$ cat config.mk
export PLATFORM = sky130hd
export DESIGN_NAME = ppsg_top
export DESIGN_NICKNAME = d
export VERILOG_FILES = /design/src/verilog/ppsg_pkg.sv /design/src/verilog/ppsg_sync.sv /design/src/verilog/ppsg_top.sv
export SDC_FILE = /design/constraint.sdc
export NUM_CORES = 1
export LEC_CHECK = 0
export ABC_CLOCK_PERIOD_IN_PS = 800
export BUFFER_PORTS_ARGS = -buffer_cell sky130_fd_sc_hd__buf_4
export CORE_MARGIN = 2
export CORE_UTILIZATION = 25
export CTS_CLUSTER_DIAMETER = 120
export CTS_CLUSTER_SIZE = 40
export DETAILED_ROUTE_END_ITERATION = 7
export GPL_TIMING_DRIVEN = 0
export MAX_ROUTING_LAYER = met4
export PLACE_DENSITY = 0.51
export SYNTH_ARGS = -nofsm -noshare
export SYNTH_HDL_FRONTEND = slang
export SYNTH_HIERARCHICAL = 1
export SYNTH_SLANG_ARGS = --single-unit
export TNS_END_PERCENT = 50
$ cat constraint.sdc
create_clock -name i_clk -period 0.8 [get_ports i_clk]
set_input_delay 0.16 -clock i_clk [delete_from_list [all_inputs] [get_ports i_clk]]
set_output_delay 0.16 -clock i_clk [all_outputs]
set_load 0.05 [all_outputs]
$ cat src/verilog/ppsg_pkg.sv
// Package for the pod pause signal gating block: strap codes, modes, carriers.
// Assumes straps are static and run/pause comes from the emulator controller.
package ppsg_pkg;

  // Strap positions: 0 = pins 1-2 joined, 1 = pins 2-3 joined
  localparam logic STRAP_1_2 = 1'b0;
  localparam logic STRAP_2_3 = 1'b1;

  localparam int NUM_HIGH_SEL = 5;
  localparam int NUM_LOW_PSEL = 2;

  typedef enum logic [1:0]
  {
    PPSG_CLK_FULL = 2'b00,
    PPSG_CLK_PARTIAL = 2'b01,
    PPSG_CLK_BYPASS = 2'b10,
    PPSG_CLK_INVALID = 2'b11
  } ppsg_clk_path_t;

  typedef struct packed
  {
    logic pause_direction_strap;
    logic low_select_gating_strap;
    logic high_select_strap;
    logic strobe_strap;
    logic clock_path_strap;
    logic clock_path_second_strap;
    logic timer_strap;
  } ppsg_straps_t;

  // Chip selects, active low as on the processor
  typedef struct packed
  {
    logic upper_memory_select_n;
    logic lower_memory_select_n;
    logic mid_range_memory_select_n;
    logic [NUM_LOW_PSEL-1:0] peripheral_selects_low_n;
    logic [NUM_HIGH_SEL-1:0] peripheral_selects_high_n;
  } ppsg_selects_t;

  localparam ppsg_selects_t SELECTS_IDLE = '1;

  // Output levels while reset is asserted
  localparam logic DIRECTION_RESET = 1'h0;
  localparam logic STROBE_RESET = 1'h0;
  localparam logic TIMER_INPUT_RESET = 1'h0;
  localparam logic SYNC_RESET = 1'h0;
  localparam logic CLK_INVALID_RESET = 1'h0;
  localparam ppsg_clk_path_t CLK_PATH_RESET = PPSG_CLK_FULL;

endpackage

$ cat src/verilog/ppsg_sync.sv
// Two flip-flop synchroniser for one level from outside the clock domain.
// Assumes a free-running processor clock.
`timescale 1ns/1ps
module ppsg_sync
(
  input wire logic i_clk,
  input wire logic i_arst_n,
  input wire logic i_d,
  output logic o_q
);

  logic meta;

  always_ff @(posedge i_clk or negedge i_arst_n)
  begin
    if (!i_arst_n)
    begin
      meta <= ppsg_pkg::SYNC_RESET;
      o_q <= ppsg_pkg::SYNC_RESET;
    end
    else
    begin
      meta <= i_d;
      o_q <= meta;
    end
  end

endmodule

$ cat src/verilog/ppsg_top.sv
// Pod pause signal gating: conditions processor bus signals toward the target.
// Assumes straps static, run/pause and emulator access from the controller on
// the processor clock, and bus status/state inputs from the pod processor.
// Timer pins come straight from the target and are synchronised here.
//
// How it works
// - Pause drives direction at strap level
// - Low selects gated by their strap
// - High peripheral selects gated by own strap
// - Two straps decode clock path choice
// - Early strobe rises at final bus state
// - Late strobe rises after status active
// - Strobe falls at normal processor time
// - Early strobe held high through idle
// - Strobe strap defaults to early mode
// - Timer strap 1-2 passes timer inputs
// - Timer strap 2-3 blocks inputs in pause
// - Timer 2 has no external input
`timescale 1ns/1ps
module ppsg_top
(
  input wire logic i_clk,
  input wire logic i_arst_n,
  input wire ppsg_pkg::ppsg_straps_t i_straps,
  input wire logic i_pause,
  input wire logic i_emu_access,
  input wire logic i_cpu_direction,
  input wire ppsg_pkg::ppsg_selects_t i_cpu_selects,
  input wire logic i_final_bus_state,
  input wire logic i_idle_bus_state,
  input wire logic i_status_active,
  input wire logic i_cpu_strobe,
  input wire logic i_timer0_external_input,
  input wire logic i_timer1_external_input,
  output logic o_transmit_receive_direction,
  output ppsg_pkg::ppsg_selects_t o_selects,
  output logic o_address_latch_strobe,
  output logic o_timer0_input,
  output logic o_timer1_input,
  output ppsg_pkg::ppsg_clk_path_t o_clock_path,
  output logic o_clock_path_invalid
);

  ////////////////////////////////////////////////////////////////////////////
  // Timer inputs come from target pins, so they are synchronised first
  // The two flops cost two clocks of latency on each timer pin

  logic tmr0_sync;
  logic tmr1_sync;

  ppsg_sync u_sync_tmr0
  (
    .i_clk(i_clk),
    .i_arst_n(i_arst_n),
    .i_d(i_timer0_external_input),
    .o_q(tmr0_sync)
  );

  ppsg_sync u_sync_tmr1
  (
    .i_clk(i_clk),
    .i_arst_n(i_arst_n),
    .i_d(i_timer1_external_input),
    .o_q(tmr1_sync)
  );

  ////////////////////////////////////////////////////////////////////////////
  // Gating decode

  // Emulator accesses during pause count as run for the gated selects
  wire run_or_access = !i_pause || i_emu_access;
  wire low_free_in_pause = (i_straps.low_select_gating_strap == ppsg_pkg::STRAP_1_2);
  wire high_free_in_pause = (i_straps.high_select_strap == ppsg_pkg::STRAP_1_2);
  wire pass_low = low_free_in_pause || run_or_access;
  wire pass_high = high_free_in_pause || run_or_access;
  // A fixed pause level keeps the target transceivers from turning around
  wire pause_dir = (i_straps.pause_direction_strap == ppsg_pkg::STRAP_2_3);
  wire next_direction = i_pause ? pause_dir : i_cpu_direction;

  ppsg_pkg::ppsg_selects_t next_selects;
  always_comb
  begin
    next_selects = ppsg_pkg::SELECTS_IDLE;
    if (pass_low)
    begin
      next_selects.upper_memory_select_n = i_cpu_selects.upper_memory_select_n;
      next_selects.lower_memory_select_n = i_cpu_selects.lower_memory_select_n;
      next_selects.mid_range_memory_select_n = i_cpu_selects.mid_range_memory_select_n;
      next_selects.peripheral_selects_low_n = i_cpu_selects.peripheral_selects_low_n;
    end
    if (pass_high)
    begin
      next_selects.peripheral_selects_high_n = i_cpu_selects.peripheral_selects_high_n;
    end
  end

  ////////////////////////////////////////////////////////////////////////////
  // Timer pin gating

  // Strap 1-2 keeps the pins open; the pause-enable soft switches inside
  // the timers then decide whether pause activity is counted
  wire timers_always_open = (i_straps.timer_strap == ppsg_pkg::STRAP_1_2);
  // Strap 2-3 is for targets that glitch the pins while halted
  wire pass_timers = timers_always_open || !i_pause;
  wire next_tmr0 = pass_timers & tmr0_sync;
  wire next_tmr1 = pass_timers & tmr1_sync;
  // Timer 2 only counts internal events, so no pin path exists for it

  ////////////////////////////////////////////////////////////////////////////
  // Clock path selection

  wire [1:0] clk_code = {i_straps.clock_path_strap, i_straps.clock_path_second_strap};
  wire ppsg_pkg::ppsg_clk_path_t next_clock_path = ppsg_pkg::ppsg_clk_path_t'(clk_code);
  // The forbidden pair still shows its code, so a bad strap can be seen
  wire next_clock_invalid = (next_clock_path == ppsg_pkg::PPSG_CLK_INVALID);

  ////////////////////////////////////////////////////////////////////////////
  // Address latch strobe: the rising edge and the idle hold move with the strap

  // Strap 1-2 is the shipped setting, so the zero code means early mode
  wire early_mode = (i_straps.strobe_strap == ppsg_pkg::STRAP_1_2);
  wire rise_early = early_mode && i_final_bus_state;
  // Late rise waits for status, one clock before the first bus state
  wire rise_late = !early_mode && i_status_active;
  wire strobe_rise = rise_early || rise_late;
  // Early pulse cannot know if idle states follow, so it is stretched
  wire in_final_or_idle = i_idle_bus_state || i_final_bus_state;
  wire strobe_hold = o_address_latch_strobe && early_mode && in_final_or_idle;
  // Processor strobe low marks the normal trailing edge in both modes
  wire cpu_strobe_low = !i_cpu_strobe;
  wire strobe_fall = o_address_latch_strobe && cpu_strobe_low && !strobe_hold;
  // A new rise wins over a fall in the same clock
  wire next_strobe = strobe_rise || (o_address_latch_strobe && !strobe_fall);

  ////////////////////////////////////////////////////////////////////////////
  // Registered outputs, all on the processor clock

  // Each output has a flip-flop of its own on the processor clock, so the
  // target never sees a decode glitch
  always_ff @(posedge i_clk or negedge i_arst_n)
  begin
    if (!i_arst_n)
    begin
      o_transmit_receive_direction <= ppsg_pkg::DIRECTION_RESET;
    end
    else
    begin
      o_transmit_receive_direction <= next_direction;
    end
  end

  // Gated groups read all ones, the idle level of the active-low selects
  always_ff @(posedge i_clk or negedge i_arst_n)
  begin
    if (!i_arst_n)
    begin
      o_selects <= ppsg_pkg::SELECTS_IDLE;
    end
    else
    begin
      o_selects <= next_selects;
    end
  end

  // The strobe reads its own register back for hold and fall
  always_ff @(posedge i_clk or negedge i_arst_n)
  begin
    if (!i_arst_n)
    begin
      o_address_latch_strobe <= ppsg_pkg::STROBE_RESET;
    end
    else
    begin
      o_address_latch_strobe <= next_strobe;
    end
  end

  // Timer pins reach the processor timers three clocks after they change
  always_ff @(posedge i_clk or negedge i_arst_n)
  begin
    if (!i_arst_n)
    begin
      o_timer0_input <= ppsg_pkg::TIMER_INPUT_RESET;
    end
    else
    begin
      o_timer0_input <= next_tmr0;
    end
  end

  always_ff @(posedge i_clk or negedge i_arst_n)
  begin
    if (!i_arst_n)
    begin
      o_timer1_input <= ppsg_pkg::TIMER_INPUT_RESET;
    end
    else
    begin
      o_timer1_input <= next_tmr1;
    end
  end

  // Path code and invalid flag always move together
  always_ff @(posedge i_clk or negedge i_arst_n)
  begin
    if (!i_arst_n)
    begin
      o_clock_path <= ppsg_pkg::CLK_PATH_RESET;
    end
    else
    begin
      o_clock_path <= next_clock_path;
    end
  end

  always_ff @(posedge i_clk or negedge i_arst_n)
  begin
    if (!i_arst_n)
    begin
      o_clock_path_invalid <= ppsg_pkg::CLK_INVALID_RESET;
    end
    else
    begin
      o_clock_path_invalid <= next_clock_invalid;
    end
  end

endmodule
# == Word-level counts from Yosys, hierarchy flattened ==
# Index checks and enable logic that the tools add are counted.
# Widths: inputs -> output; s select.
# totals
register_bits,21
input_bits,28
output_inout_bits,17
elab_cells,43
# classes
eq_ne,1
muxes,3
n_bitwise,6
n_reduce_logical,18
# op_table
cell,n
$mux 5,2
$logic_and 1x1->1,7
$logic_or 1x1->1,7
$logic_not 1->1,4
$not 1->1,4
$and 1x1->1,2
$eq 2x2->1 const B,1
$mux 1,1

# == Depth between registers and ports, before layout ==
# depth
depth_word,8
mapped_depth,2

# == By module ==
# Netlist, hierarchy kept.
# by_module_without_submodules
mod,n_inst,cells_per_inst,area_each_um2,seq_area_each_um2
ppsg_top,1,36,565.5,437.9
ppsg_sync,2,2,50.0,50.0

# == Least setup slack after synthesis ==
# No wires, ideal clock.
# synth_path
kind,reg2reg
start,register o_address_latch_strobe
end,register o_address_latch_strobe
arrival_time_ns,0.832
path_slack_ns,-0.163
stages_incl_launch_ff,3
n_path_buf,0
period_less_slack_ns,0.963
cell_sequence,dfrtp_1 -> a22oi_1 -> o21ai_0
# synth_between
elab_chain_cells,7
elab_cells_between_ends,8
classes_between,reduce/logical: 8
# synth_rtl
element,line,source
start: declaration,ppsg_top.sv:37,"output logic o_address_latch_strobe,"
start signal: assignment,ppsg_top.sv:170,o_address_latch_strobe <= ppsg_pkg::STROBE_RESET;
start signal: assignment,ppsg_top.sv:174,o_address_latch_strobe <= next_strobe;
$logic_and 1x1->1 (2 in a row),ppsg_top.sv:128,wire strobe_hold = o_address_latch_strobe && early_mode && in_final_or_idle;
$logic_not 1->1,ppsg_top.sv:131,wire strobe_fall = o_address_latch_strobe && cpu_strobe_low && !strobe_hold;
$logic_and 1x1->1,ppsg_top.sv:131,
$logic_not 1->1,ppsg_top.sv:133,wire next_strobe = strobe_rise || (o_address_latch_strobe && !strobe_fall);
$logic_and 1x1->1 (*),ppsg_top.sv:133,
$logic_or 1x1->1 (*),ppsg_top.sv:133,
net next_strobe,ppsg_top.sv:133,
# The timed path passes the listed nets; every way through them passes the cells marked *.

# == Final worst setup path ==
# layout_path
start,register o_selects[7] (netlist name)
end,output o_selects[7] (netlist name)
# layout_lines
element,line,source
start: declaration,ppsg_top.sv:36,"output ppsg_pkg::ppsg_selects_t o_selects,"
start signal: assignment,ppsg_top.sv:157,o_selects <= ppsg_pkg::SELECTS_IDLE;
start signal: assignment,ppsg_top.sv:161,o_selects <= next_selects;
# No word-level cell between the ends.

==> impl_metrics.yaml <==
layout:
  drive_gt1_share_pct: 64.5
  postLayoutCoreUtil_pct: 48.7
  fill_cells: 229
  antenna_cells: 0
  seqCellArea_um2: 539
  layout_commonest_cell: "buf_4"
  final_cell_mix: "27 x buf_4, 10 x nand2b_1, 10 x dfrtp_1, 10 x dfstp_2, 10 x buf_8"
  multi_input_area_um2: 133
  area_growth_pct: 82.9
  finalNetCount: 122
timing:
  tns_ns: -4.71
  skew_ns: 0.000518
  layout_setup_ws_ns: -0.342
  finalCritPeriodShare_pct: 143
  hold_slack_ns: 0.0497
  period_needed_ns: 1.14
  worst_pin_slew_ns: 0.259
  hold_violations: 0
  max_freq_ghz: 0.875
  setup_viol: 17
  rsz0062_at_grt: "true"
  drv_slew: 0
  relSlewSlack_pct: 82.7
worst_hold_path:
  hold_end: "o_address_latch_strobe$_DFF_PN0_"
  min_path_type: "in2reg"
  worstHoldStart: "i_straps[3]"
  hold_depth: 2
setup_path:
  critPathKind: "reg2out"
  timing.rr.start: "o_address_latch_strobe$_DFF_PN0_"
  arrival_ns: 0.98
  start_kind: "flip-flop"
  cpLargestDelayFamily: "flip-flops"
  r2r_slack_ns: 0.06
  r2r_cells: 2
  slowest_delay_ns: 0.55
  crit_chain: "buf_8"
  crit_slowest_cell: "dfstp_2"
  worst_setup_path_end_kind: "output port"
  reg2reg_to: "o_address_latch_strobe$_DFF_PN0_"
  path_max_fanout: 1
  cp_num_cells: 1
  cp_data_required_time_ns: 0.64
  path_buf_inv: 1
die:
  die_h_um: 55.6
  core_um2: 2500
  die_area_um2: 3090
  rows: 18
  die_x_um: 55.6
  start_util_pct: 26.6
  pin_count: 45
logic_synthesis:
  postSynthCellCount: 40
  ys_ff_latch: 21
  synth_cell_types: 10
  synthesis.area_um2: 666
  yosysWarnings: 6
  yosysSeqAreaShare_pct: 80.8
  synth.avg_cell_area_um2: 16.6
  synth_nets: 68
routing:
  wirelength_um: 1310
  drtAntennaViolNets: 0
  drtIter0Drc: 4
  first_pass_iters: 2
  dr_total_vias: 490
  routedWlPerCell_um: 10.6
  vias_per_cell: 3.98
  drc: 0
outcome:
  status: "finished with violations"
  failed_checks: "negative setup slack"
power:
  p_per_area_nw_per_um2: 1820
  vdd_drop_max_uv: 913
  leakage_nw: 0.571
  finalPower_mw: 2.21
clock_tree:
  clk_latency_ns: 0.28
  htree_levels: 1
  clockBufferDepth: 2
  clkTransAtPathRegs_ns: 0.11
  cts_root_buf: "clkbuf_4"
  clock-sinks: 21
  cts_buffers: 3
  cts_tree: "yes"
global_routing:
  first_global_vias: 494
  antenna_found_initial: 0
  grt_usage_pct: 9.12
  grt_pass1_wl_um: 2140
  grt_max_degree: 22
  grt_remaining_overflow: 0
placed_design:
  dp_slack_ns: -0.0540
  place_congestion: 0.637
  port-buffer-count: 44
run:
  cap_violations: 0
[routing by layer]
metal | GRT usage, % | vias up | wire, µm
met5 | - | - | 0
met4 | 4.18 | 0 | 14
met3 | 3.02 | 2 | 109
met2 | 14.3 | 24 | 683
met1 | 10.6 | 230 | 501
li1 | - | 234 | -
[what timing repair did]
item,CTS,global route
setup endpoints to repair,17,18
resized for setup,27,2
hold buffers,5,0
hold endpoints to repair,25,0
buffers inserted,0,0
cloned,0,0
[cells by family (layout without fill, tap and decap cells)]
group	Yosys count	in the layout	synth area share, %
DFF	21	21	80.8
and+or+nand+nor	13	13	12.6
AOI/OAI and AO/OA	5	5	4.89
muxes	1	1	1.69
buffers and inverters	0	53	0
[power breakdown]
| part | switching, mW | internal [mW] | leakage, nW |
|---|---|---|---|
| registers | 0.0361 | 1.15 | 0.234 |
| clock network | 0.285 | 0.193 | 0.0150 |
| logic | 0.287 | 0.260 | 0.321 |
| total | 0.608 | 1.61 | 0.571 |
[final cells by class]
class | instances | area share, %
multi-input combinational | 19 | 10.9
clock buffer | 4 | 2.16
timing repair buffer | 49 | 39.6
tap | 30 | 3.08
sequential | 21 | 44.3
[cells in the mapped netlist, drive strengths merged]
library cell | count | area (µm²)
dfstp | 10 | 263
o21ai | 1 | 5.00
and2 | 1 | 6.26
mux2 | 1 | 11.3
dfrtp | 11 | 275
nand3b | 2 | 15.0
nand2b | 10 | 62.6
a22oi | 1 | 7.51
a21boi | 2 | 15.0
a21oi | 1 | 5.00
[sequential cells by signal (all words and copies together), names as in the netlist]
name                          count
u_sync_tmr0/meta                  1
o_timer1_input                    1
u_sync_tmr1/o_q                   1
u_sync_tmr1/meta                  1
o_clock_path_invalid              1
o_address_latch_strobe            1
o_clock_path                      2
o_selects                        10
o_transmit_receive_direction      1
o_timer0_input                    1
u_sync_tmr0/o_q                   1
[stage by stage]
| step | cells | cell area, µm² |
|---|---|---|
| after global routing | 123 | 1220 |
| after CTS | 123 | 1210 |
| after detailed placement | 114 | 1030 |
| final | 123 | 1220 |
| after floorplan | 40 | 667 |
| after global placement | 114 | 1030 |
[how the worst max path moves through the flow]
stage	from	end	slack [ns]
global placement	o_selects[6]$_DFF_PN1_	o_selects[6]	-0.04
detailed placement	o_selects[7]$_DFF_PN1_	o_selects[7]	-0.05
global route	o_selects[9]$_DFF_PN1_	o_selects[9]	-0.39
finish	o_selects[7]$_DFF_PN1_	o_selects[7]	-0.34
floorplan	o_address_latch_strobe$_DFF_PN0_	o_address_latch_strobe$_DFF_PN0_	-0.07
CTS	o_selects[7]$_DFF_PN1_	o_selects[7]	-0.36
Power figures use the tool's default switching activity.
